--- src/hdl/pcint_defines.svh ---
`ifndef PCINT_DEFINES_SVH
`define PCINT_DEFINES_SVH

// operation codes
`define PCINT_OP_SECTOR_JUMP 4'h0
`define PCINT_OP_LOAD        4'h1
`define PCINT_OP_STORE       4'h2
`define PCINT_OP_TRANSFER    4'h3
`define PCINT_OP_DATA_SECTOR 4'h4
`define PCINT_OP_IO          4'h5

// instruction field positions
`define PCINT_OP_MSB   12
`define PCINT_OP_LSB   9
`define PCINT_ADR_MSB  8
`define PCINT_RES_BIT  8
`define PCINT_LOC_MSB  7

// fixed locations and I/O addresses
`define PCINT_INT_VEC_LOC  8'h00
`define PCINT_JUMP_SAVE_ADR 9'h1ff
`define PCINT_IO_INT_RESET 9'h018

// reset values
`define PCINT_SECT_RST 4'h0
`define PCINT_IC_RST   8'h00

// serial transfer length minus one
`define PCINT_SHIFT_LAST 4'hc
// cycles a request is ignored after an acknowledge
`define PCINT_ACK_HOLD 2'h3

`endif

--- src/hdl/pcint_pkg.sv ---
package pcint_pkg;

	// memory address as seen by the decoders
	typedef struct packed {
		logic [3:0] sector;
		logic       residual;
		logic [7:0] loc;
	} pcint_maddr_t;

	// stored syllable with its parity bit on top
	typedef struct packed {
		logic        par;
		logic [12:0] data;
	} pcint_word_t;

	// sequencer states
	typedef enum logic [3:0] {
		S_IDLE   = 4'b0000,
		S_INT    = 4'b0001,
		S_ISAVE  = 4'b0010,
		S_IFETCH = 4'b0011,
		S_IDEC   = 4'b0100,
		S_ILOAD  = 4'b0101,
		S_EXEC   = 4'b0110,
		S_DREAD  = 4'b0111,
		S_DLATCH = 4'b1000,
		S_SHIFT  = 4'b1001,
		S_DWRITE = 4'b1010,
		S_JLOAD  = 4'b1011,
		S_IOWR   = 4'b1100
	} pcint_state_t;

endpackage

--- src/hdl/pcint_sync.sv ---
`timescale 1ns/1ps
// two-stage synchroniser for pin inputs
module pcint_sync (
	input  wire logic core_clk_i,
	input  wire logic srst_i,
	input  wire logic d_i,
	output logic      q_o
);
	logic meta_q;
	logic sync_q;

	// first stage feeds only the second
	always_ff @(posedge core_clk_i) begin
		if (srst_i) begin
			meta_q <= 1'b0;
			sync_q <= 1'b0;
		end else begin
			meta_q <= d_i;
			sync_q <= meta_q;
		end
	end

	assign q_o = sync_q;
endmodule // pcint_sync

--- src/hdl/pcint_parity.sv ---
`timescale 1ns/1ps
// odd parity generator and checker for one syllable
module pcint_parity (
	input  wire logic [12:0] data_i,
	input  wire logic        par_i,
	output logic             par_o,
	output logic             ok_o
);
	// fill bit makes the count of ones odd
	assign par_o = ~(^data_i);
	// even total means a bad syllable
	assign ok_o  = ^{par_i, data_i};
endmodule // pcint_parity

--- src/hdl/pcint_top.sv ---
`timescale 1ns/1ps
`include "pcint_defines.svh"
module pcint_top (
	input  wire logic                  core_clk_i,
	input  wire logic                  srst_i,
	input  wire logic                  run_i,
	input  wire logic                  int_req_i,
	input  wire pcint_pkg::pcint_word_t mem_rdata_i,
	output logic                       mem_rd_o,
	output logic                       mem_wr_o,
	output pcint_pkg::pcint_maddr_t    mem_addr_o,
	output pcint_pkg::pcint_word_t     mem_wdata_o,
	output logic                       io_wr_o,
	output logic [8:0]                 io_addr_o,
	output logic [12:0]                io_data_o,
	output logic                       int_taken_o,
	output logic                       par_err_o,
	output logic [12:0]                acc_o,
	output logic [7:0]                 ic_o
);
	import pcint_pkg::*;

	pcint_state_t st_q,    st_d;
	logic [12:0]  xfer_q,  xfer_d;
	logic [12:0]  acc_q,   acc_d;
	logic [8:0]   addr_q,  addr_d;
	logic [7:0]   ic_q,    ic_d;
	logic         res_q,   res_d;
	logic [3:0]   isect_q, isect_d;
	logic [3:0]   dsect_q, dsect_d;
	logic [3:0]   op_q,    op_d;
	logic [3:0]   cnt_q,   cnt_d;
	logic         dph_q,   dph_d;
	logic         taken_q, taken_d;
	logic         perr_q,  perr_d;
	logic [1:0]   hold_q,  hold_d;
	logic         run_s;
	logic         irq_s;
	logic         wr_par;
	logic         rd_ok;

	// pin inputs cross two flip-flops
	pcint_sync u_run_sync (
		.core_clk_i (core_clk_i),
		.srst_i     (srst_i),
		.d_i        (run_i),
		.q_o        (run_s)
	);

	pcint_sync u_irq_sync (
		.core_clk_i (core_clk_i),
		.srst_i     (srst_i),
		.d_i        (int_req_i),
		.q_o        (irq_s)
	);

	// one checker on the read path, one generator on the write path
	pcint_parity u_rd_par (
		.data_i (mem_rdata_i.data),
		.par_i  (mem_rdata_i.par),
		.par_o  (),
		.ok_o   (rd_ok)
	);

	pcint_parity u_wr_par (
		.data_i (xfer_q),
		.par_i  (1'b0),
		.par_o  (wr_par),
		.ok_o   ()
	);

	// sequencer next-state logic
	always_comb begin
		st_d    = st_q;
		xfer_d  = xfer_q;
		acc_d   = acc_q;
		addr_d  = addr_q;
		ic_d    = ic_q;
		res_d   = res_q;
		isect_d = isect_q;
		dsect_d = dsect_q;
		op_d    = op_q;
		cnt_d   = cnt_q;
		dph_d   = dph_q;
		taken_d = taken_q;
		perr_d  = 1'b0;
		// adapter and synchronisers need a few cycles to drop an acknowledged request
		hold_d  = (hold_q != 2'h0) ? hold_q - 2'h1 : 2'h0;
		case (st_q)
			S_IDLE: begin
				// instruction boundary: stop, interrupt or fetch
				if (run_s && irq_s && !taken_q && hold_q == 2'h0) begin
					st_d = S_INT;
				end else if (run_s) begin
					addr_d = {res_q, ic_q};
					dph_d  = 1'b0;
					st_d   = S_IFETCH;
				end
			end
			S_INT: begin
				// return jump constant goes to the save word
				xfer_d = {isect_q, res_q, ic_q};
				addr_d = `PCINT_JUMP_SAVE_ADR;
				dph_d  = 1'b1;
				st_d   = S_ISAVE;
			end
			S_ISAVE: begin
				// forced jump to location 400
				ic_d    = `PCINT_INT_VEC_LOC;
				res_d   = 1'b1;
				taken_d = 1'b1;
				st_d    = S_IDLE;
			end
			S_IFETCH: begin
				st_d = S_IDEC;
			end
			S_IDEC: begin
				xfer_d = mem_rdata_i.data;
				perr_d = !rd_ok;
				st_d   = S_ILOAD;
			end
			S_ILOAD: begin
				// opcode and operand address leave the transfer register
				op_d   = xfer_q[`PCINT_OP_MSB:`PCINT_OP_LSB];
				addr_d = xfer_q[`PCINT_ADR_MSB:0];
				dph_d  = 1'b1;
				ic_d   = ic_q + 8'h01;
				st_d   = S_EXEC;
			end
			S_EXEC: begin
				// decoded opcode starts the operation
				case (op_q)
					`PCINT_OP_SECTOR_JUMP: st_d = S_DREAD;
					`PCINT_OP_LOAD:        st_d = S_DREAD;
					`PCINT_OP_STORE: begin
						cnt_d = 4'h0;
						st_d  = S_SHIFT;
					end
					`PCINT_OP_TRANSFER: begin
						ic_d  = addr_q[`PCINT_LOC_MSB:0];
						res_d = 1'b0;
						st_d  = S_IDLE;
					end
					`PCINT_OP_DATA_SECTOR: begin
						dsect_d = addr_q[3:0];
						st_d    = S_IDLE;
					end
					`PCINT_OP_IO: st_d = S_IOWR;
					default:      st_d = S_IDLE;
				endcase
			end
			S_DREAD: begin
				st_d = S_DLATCH;
			end
			S_DLATCH: begin
				xfer_d = mem_rdata_i.data;
				perr_d = !rd_ok;
				cnt_d  = 4'h0;
				if (op_q == `PCINT_OP_SECTOR_JUMP) begin
					st_d = S_JLOAD;
				end else begin
					st_d = S_SHIFT;
				end
			end
			S_SHIFT: begin
				// serial move between transfer register and accumulator
				if (op_q == `PCINT_OP_STORE) begin
					xfer_d = {acc_q[0], xfer_q[12:1]};
				end else begin
					xfer_d = {1'b0, xfer_q[12:1]};
				end
				if (op_q == `PCINT_OP_STORE) begin
					acc_d = {acc_q[0], acc_q[12:1]};
				end else begin
					acc_d = {xfer_q[0], acc_q[12:1]};
				end
				cnt_d = cnt_q + 4'h1;
				if (cnt_q == `PCINT_SHIFT_LAST) begin
					st_d = (op_q == `PCINT_OP_STORE) ? S_DWRITE : S_IDLE;
				end
			end
			S_DWRITE: begin
				st_d = S_IDLE;
			end
			S_JLOAD: begin
				// jump word sets counter, residual latch and both sectors
				ic_d    = xfer_q[`PCINT_LOC_MSB:0];
				res_d   = xfer_q[`PCINT_RES_BIT];
				isect_d = xfer_q[`PCINT_OP_MSB:`PCINT_OP_LSB];
				dsect_d = xfer_q[`PCINT_OP_MSB:`PCINT_OP_LSB];
				st_d    = S_IDLE;
			end
			S_IOWR: begin
				// reset write to the adapter ends the interrupt
				if (addr_q == `PCINT_IO_INT_RESET) begin
					taken_d = 1'b0;
					hold_d  = `PCINT_ACK_HOLD;
				end
				st_d = S_IDLE;
			end
			default: st_d = S_IDLE;
		endcase
	end

	// sequencer registers
	always_ff @(posedge core_clk_i) begin
		if (srst_i) begin
			st_q    <= S_IDLE;
			xfer_q  <= 13'h0000;
			acc_q   <= 13'h0000;
			addr_q  <= 9'h000;
			ic_q    <= `PCINT_IC_RST;
			res_q   <= 1'b0;
			isect_q <= `PCINT_SECT_RST;
			dsect_q <= `PCINT_SECT_RST;
			op_q    <= 4'h0;
			cnt_q   <= 4'h0;
			dph_q   <= 1'b0;
			taken_q <= 1'b0;
			perr_q  <= 1'b0;
			hold_q  <= 2'h0;
		end else begin
			st_q    <= st_d;
			xfer_q  <= xfer_d;
			acc_q   <= acc_d;
			addr_q  <= addr_d;
			ic_q    <= ic_d;
			res_q   <= res_d;
			isect_q <= isect_d;
			dsect_q <= dsect_d;
			op_q    <= op_d;
			cnt_q   <= cnt_d;
			dph_q   <= dph_d;
			taken_q <= taken_d;
			perr_q  <= perr_d;
			hold_q  <= hold_d;
		end
	end

	// memory decoder drive from address register and sectors
	assign mem_addr_o.sector   = dph_q ? dsect_q : isect_q;
	assign mem_addr_o.residual = addr_q[`PCINT_RES_BIT];
	assign mem_addr_o.loc      = addr_q[`PCINT_LOC_MSB:0];
	assign mem_rd_o            = (st_q == S_IFETCH) || (st_q == S_DREAD);
	assign mem_wr_o            = (st_q == S_DWRITE) || (st_q == S_ISAVE);
	assign mem_wdata_o.par     = wr_par;
	assign mem_wdata_o.data    = xfer_q;

	// adapter side and status
	assign io_wr_o     = (st_q == S_IOWR);
	assign io_addr_o   = addr_q;
	assign io_data_o   = acc_q;
	assign int_taken_o = taken_q;
	assign par_err_o   = perr_q;
	assign acc_o       = acc_q;
	assign ic_o        = ic_q;
endmodule // pcint_top

--- config.mk ---
export PLATFORM = sky130hd
export DESIGN_NAME = pcint_top
export DESIGN_NICKNAME = d
export VERILOG_FILES = /design/src/hdl/pcint_pkg.sv /design/src/hdl/pcint_sync.sv /design/src/hdl/pcint_parity.sv /design/src/hdl/pcint_top.sv
export VERILOG_INCLUDE_DIRS = /design/src /design/src/hdl
export SDC_FILE = /design/constraint.sdc
export NUM_CORES = 1
export LEC_CHECK = 0
export BUFFER_PORTS_ARGS = -buffer_cell sky130_fd_sc_hd__buf_4
export CAP_MARGIN = 25
export CORE_ASPECT_RATIO = 1.2
export CORE_MARGIN = 8
export CORE_UTILIZATION = 49
export DETAILED_ROUTE_END_ITERATION = 8
export HOLD_SLACK_MARGIN = 0.12
export PLACE_DENSITY = 0.87
export SLEW_MARGIN = 20
export SYNTH_ARGS = -nofsm -noshare
export SYNTH_HDL_FRONTEND = slang
export SYNTH_SLANG_ARGS = --single-unit
--- constraint.sdc ---
create_clock -name core_clk_i -period 1.6 [get_ports core_clk_i]
set_input_delay 0.16 -clock core_clk_i [delete_from_list [all_inputs] [get_ports core_clk_i]]
set_output_delay 0.16 -clock core_clk_i [all_outputs]
set_load 0.02 [all_outputs]
==> results_dict.tcl, run 1 <==
set metrics [dict create \
    place_area_um2 5030 \
    report.final.slew_viol_count 0 \
    synth.top_cell.area_share_pct 36.5 \
    cap_violations 0 \
    design_area_um2 5820 \
    die_w_um 98.6 \
    vdd_drop_max_mv 0.588 \
    met2WireLength_um 7740 \
    drc_errors 0 \
    finClkSkew_ns 0.0118 \
    place_inst 687 \
    wl_per_cell_um 22.4 \
    setup_viol 16 \
    violations "negative setup slack" \
    start_util_pct 50.0 \
    drt_iter0_drc 565 \
    vias 4600 \
    synth-seq-cells 73 \
    worstPathMaxFanout 2 \
    yosys_most_used_dff "dfxtp_1" \
    grt_pass1_wl_um 21100 \
    min_path_type "input pin to flop" \
    synth_area_leader_cell "dfxtp_1" \
    synth_common_cells "dfxtp_1, nand2_1, a21oi_1, nor2_1, buf_4" \
    yosysWarnings 0 \
    worst_slew_pin_slew_ns 0.466 \
    ant_nets 0 \
    maxUsedRoutingLayer "met4" \
    die_h_um 115 \
    fin_crit_sh_pct 106 \
    wl_um 15900 \
    core_area_um2 8020 \
    layout.cells.non_filler 712 \
    cts_tree "built" \
    cp-start-kind "flop" \
    switchingPower_w 0.00130 \
    root_buffer "clkbuf_8" \
    startpoint "xfer_q[9]" \
    synth.most_common_cell "dfxtp_1" \
    clock-sinks 73 \
    synthArstFlopShare_pct 0 \
    cp.arrival_ns 1.54 \
    sw_frac_of_total_pct 26.9 \
    finalNetCount 634 \
    run_status "finished with violations" \
    p_leak_nw 2.31 \
    end_kind "primary output" \
    dp_hpwl_um 9730 \
    hold_ws_ns 0.185 \
    min_from "mem_rdata_i[3]" \
    syn_nets 508 \
    syn_area_per_cell_um2 8.23 \
    worstPathRequired_ns 1.44 \
    synthToLayoutAreaGrowth_pct 45.3 \
    pwr-share-seq_pct 39.6 \
    final.min_clock_period_ns 1.70 \
    fin_tns_setup_ns -0.583 \
    relSlewSlack_pct 68.8 \
    cts_buffers 9 \
    routed_via_density 6.46 \
    htree_levels 3 \
    clockBufferDepth 2 \
    final.setup.worst_slack_ns -0.101 \
    clk_latency_ns 0.36 \
    wl_met1_um 5380 \
    p_int_w 0.00355 \
    grt_overflow 0 \
    n_antenna_cell 0 \
    ys_seq_area_share_pct 36.5 \
    grt_max_degree 53 \
    crit_type "flop to primary output" \
    synthCells 487 \
    dr.pass1.iters 5 \
    comb_power_share_pct 20.6 \
    hold_violations 0 \
    fmax_ghz 0.588 \
    p_clk_share_pct 39.8 \
    gp_congestion 0.976 \
    clk_pin_slew_worst_paths_ns 0.08 \
    drive_gt1_share_pct 46.2 \
    grt_pass1_vias 4252 \
    antenna_found_initial 0 \
    dieArea_um2 11300 \
    row_count 36 \
    synth_edf_count 0 \
    pwr_density_cell_nw_per_um2 833 \
    io_buffers 92 \
    synth_area_um2 4010 \
    ys_top_cells_by_area "dfxtp_1, a21oi_1, nand2_1" \
    grt.total_usage_pct 23.2 \
    yosys.cell_types.count 62 \
    wl_met3_um 1540 \
    ioPinCount 93 \
    rsz0062_at_grt "yes" \
    crit-reg2reg-launch "op_q[1]" \
]
placed cells by master, fill, tap and decap left out, types with 4 or more instances in the layout:
cell and instances:
o21ai_1 10, dfxtp_4 5, mux2i_1 5, o21ai_0 8, dfxtp_1 56, xnor2_1 19, nor2b_1 5, a22oi_1 16
nand2b_1 4, nor3_1 6, nand3_1 10, mux2_2 4, o221ai_1 6, xnor2_2 4, inv_1 6, dfxtp_2 12
a21oi_2 9, clkbuf_8 10, buf_4 158, a21oi_1 40, nand2_2 8, a211oi_2 8, buf_6 13, bufinv_16 4
nand2_1 48, xor2_1 7, nor2_1 37, a211oi_1 9
power groups by stage:
| stage | combinational (W) | clock (W) | sequential, W |
|---|---|---|---|
| after floorplan | 0.000471 | 0 | 0.00200 |
| after global placement | 0.000806 | 0 | 0.00195 |
| after detailed placement | 0.000829 | 0 | 0.00195 |
| after CTS | 0.000845 | 0.00193 | 0.00191 |
| after global routing | 0.00105 | 0.00203 | 0.00192 |
| final | 0.000999 | 0.00193 | 0.00192 |
sequential cells by signal, indices dropped and copies added, names as in the netlist:
name / cells
dph_q: 1
cnt_q: 4
dsect_q: 4
op_q: 4
io_addr_o: 9
xfer_q: 13
ic_o: 8
u_run_sync.meta_q: 1
res_q: 1
int_taken_o: 1
hold_q: 2
u_run_sync.q_o: 1
par_err_o: 1
acc_o: 13
isect_q: 4
u_irq_sync.q_o: 1
u_irq_sync.meta_q: 1
st_q: 4
layout make-up:
class                   instances  area [um2]
inverters                       7        26.3
well taps                      95         119
multi-input cells             347        2530
flip-flops and latches         73        1500
clock buffers                  10         138
fillers                       514        2190
clock inverters                 5         128
repair buffers                175        1390
per-layer routing:
metal	track usage (%)	vias up
met2	40.8	381
met5	0	-
met4	15.9	0
li1	-	1964
met3	5.57	137
met1	24.2	2118
cell families (layout without fill, tap and decap cells):
group / Yosys count / count (layout) / share of synthesized area (%)
xor+xnor: 31 / 31 / 6.77
simple gates: 161 / 161 / 19.9
buf+inv: 67 / 197 / 9.27
fa+ha+maj: 3 / 3 / 0.936
flops: 73 / 73 / 36.5
mux: 9 / 9 / 2.37
compound gates: 143 / 143 / 24.3
worst max-delay path, stage by stage (launching register included):
cell	delay [ns]
dfxtp_1	0.35
xnor2_2	0.23
xnor2_2	0.16
xnor2_2	0.15
xnor2_1	0.14
buf_4	0.16
per-stage QoR:
stage / utilization, % / total power [W] / setup WS [ns]
floorplan: - / 0.00248 / 0.00382
global placement: 62.8 / 0.00275 / -0.103
detailed placement: 62.8 / 0.00278 / -0.234
CTS: 67.4 / 0.00468 / -0.101
global route: 72.6 / 0.00500 / -0.151
finish: 72.6 / 0.00485 / -0.101
path summary, 6_finish.rpt:
path | depth (start not counted) | slack (ns) | to
worst max-delay path | 5 | -0.10 | mem_wdata_o[13]
worst min-delay path | 3 | 0.19 | xfer_q[3]
worst max register to register | 5 | -0.08 | res_q
worst min register to register | 1 | 0.43 | u_run_sync.q_o
timing repair:
| action | 4_1_cts | 5_1_grt |
|---|---|---|
| pin swaps | 7 | 31 |
| gates resized for setup | 23 | 97 |
| hold buffers | 2 | 0 |
| gates cloned | 0 | 2 |
| setup buffers | 1 | 5 |
| setup endpoints to repair | 46 | 42 |
| endpoints found under the hold margin | 2 | 0 |
Note: power is estimated with default switching activity, not from simulation.
==> inputs of run 2 (changes only) <==
--- a/config.mk
+++ b/config.mk
@@ -14,6 +14,7 @@
 export DETAILED_ROUTE_END_ITERATION = 8
 export HOLD_SLACK_MARGIN = 0.12
 export PLACE_DENSITY = 0.87
+export SKIP_CTS_REPAIR_TIMING = 1
 export SLEW_MARGIN = 20
 export SYNTH_ARGS = -nofsm -noshare
 export SYNTH_HDL_FRONTEND = slang
==> results_dict.tcl, run 2 (same netlist as run 1, synthesis figures left out) <==
set metrics [dict create \
    cp-start-kind "flop" \
    dp_hpwl_um 9730 \
    report.final.slew_viol_count 0 \
    io_buffers 92 \
    violations "negative setup slack" \
    dr.pass1.iters 8 \
    die_h_um 115 \
    p_leak_nw 2.30 \
    hold_ws_ns 0.185 \
    grt_pass1_wl_um 20500 \
    worstPathMaxFanout 7 \
    gp_congestion 0.976 \
    cp.arrival_ns 2.00 \
    row_count 36 \
    end_kind "flop" \
    drc_errors 0 \
    final.setup.worst_slack_ns -0.133 \
    htree_levels 3 \
    grt_max_degree 53 \
    worst_slew_pin_slew_ns 0.555 \
    cts_tree "built" \
    cap_violations 0 \
    drive_gt1_share_pct 42.9 \
    grt_overflow 0 \
    layout_common_cells "buf_4, dfxtp_1, nand2_1" \
    antenna_found_initial 0 \
    total_power_w 0.00481 \
    relSlewSlack_pct 62.5 \
    worstPathRequired_ns 1.87 \
    clockBufferDepth 2 \
    min_from "srst_i" \
    dp_slack_ns -0.234 \
    final_common_cell "buf_4" \
    rsz0062_at_grt "yes" \
    drt_iter0_drc 656 \
    clk_pin_slew_worst_paths_ns 0.08 \
    die_w_um 98.6 \
    setup_viol 17 \
    wl_per_cell_um 20.9 \
    min_path_type "input pin to flop" \
    grt.total_usage_pct 22.5 \
    vdd_drop_max_mv 0.631 \
    clock-sinks 73 \
    wl_um 14900 \
    fin_crit_sh_pct 108 \
    n_antenna_cell 0 \
    vias 4511 \
    startpoint "st_q[2]" \
    routed_via_density 6.31 \
    finalNetCount 637 \
    crit-reg2reg-launch "st_q[2]" \
    start_util_pct 50.0 \
    pwr_density_cell_nw_per_um2 836 \
    root_buffer "clkbuf_8" \
    run_status "finished with violations" \
    finClkSkew_ns 0.0107 \
    clk_latency_ns 0.35 \
    dieArea_um2 11300 \
    hold_violations 0 \
    synthToLayoutAreaGrowth_pct 43.3 \
    crit_type "flop to flop" \
    final.min_clock_period_ns 1.73 \
    ioPinCount 93 \
    core_area_um2 8020 \
    ant_nets 0 \
    cts_buffers 9 \
    fmax_ghz 0.577 \
    fin_tns_setup_ns -0.810 \
    grt_pass1_vias 4166 \
]
[run 2: cell types whose count changed in the layout (fill, tap and decap cells not counted), sizes merged]
cell,before,now
buf,173,176
[run 2: per-layer routing]
metal  up-vias  GRT usage (%)  wire (um)
li1       1973              -          -
met1      2083           23.5       5160
met2       340           40.3       7350
met3       115           5.09       1380
met4         0           13.8       1030
met5         -              0          0
[run 2: layout make-up]
type,instances,area [um2]
multi-input cells,347,2450
fillers,522,2270
flip-flops and latches,73,1490
repair buffers,178,1390
clock buffers,10,138
clock inverters,5,128
well taps,95,119
inverters,7,26.3
[run 2: final timing paths]
kind	endpoint	slack [ns]	cells after the start
worst max-delay path	st_q[1]	-0.13	6
worst min-delay path	io_addr_o[4]	0.18	2
worst max register to register	st_q[1]	-0.13	6
worst min register to register	u_run_sync.q_o	0.44	1
[run 2: where the power goes]
part	internal (W)	total, W	switching [W]	leakage, nW
clock network	0.00123	0.00193	0.000706	0.129
logic	0.000443	0.000953	0.000510	1.57
registers	0.00186	0.00192	0.0000560	0.599
[run 2: through the flow]
| step | instance area, um2 | util [%] | cells |
|---|---|---|---|
| 5_1_grt | 5750 | 71.7 | 715 |
| 3_3_place_gp | 5030 | 62.8 | 687 |
| 3_5_place_dp | 5030 | 62.8 | 687 |
| 6_report | 5750 | 71.7 | 715 |
| 4_1_cts | 5300 | 66.1 | 702 |
| 2_1_floorplan | 4020 | - | 487 |
[run 2: critical path: stages, from the launching register on]
cell	delay, ns
dfxtp_4	0.38
buf_4	0.18
or4_4	0.53
nor3_1	0.18
a21oi_1	0.07
a2bb2oi_1	0.15
nor3_2	0.16
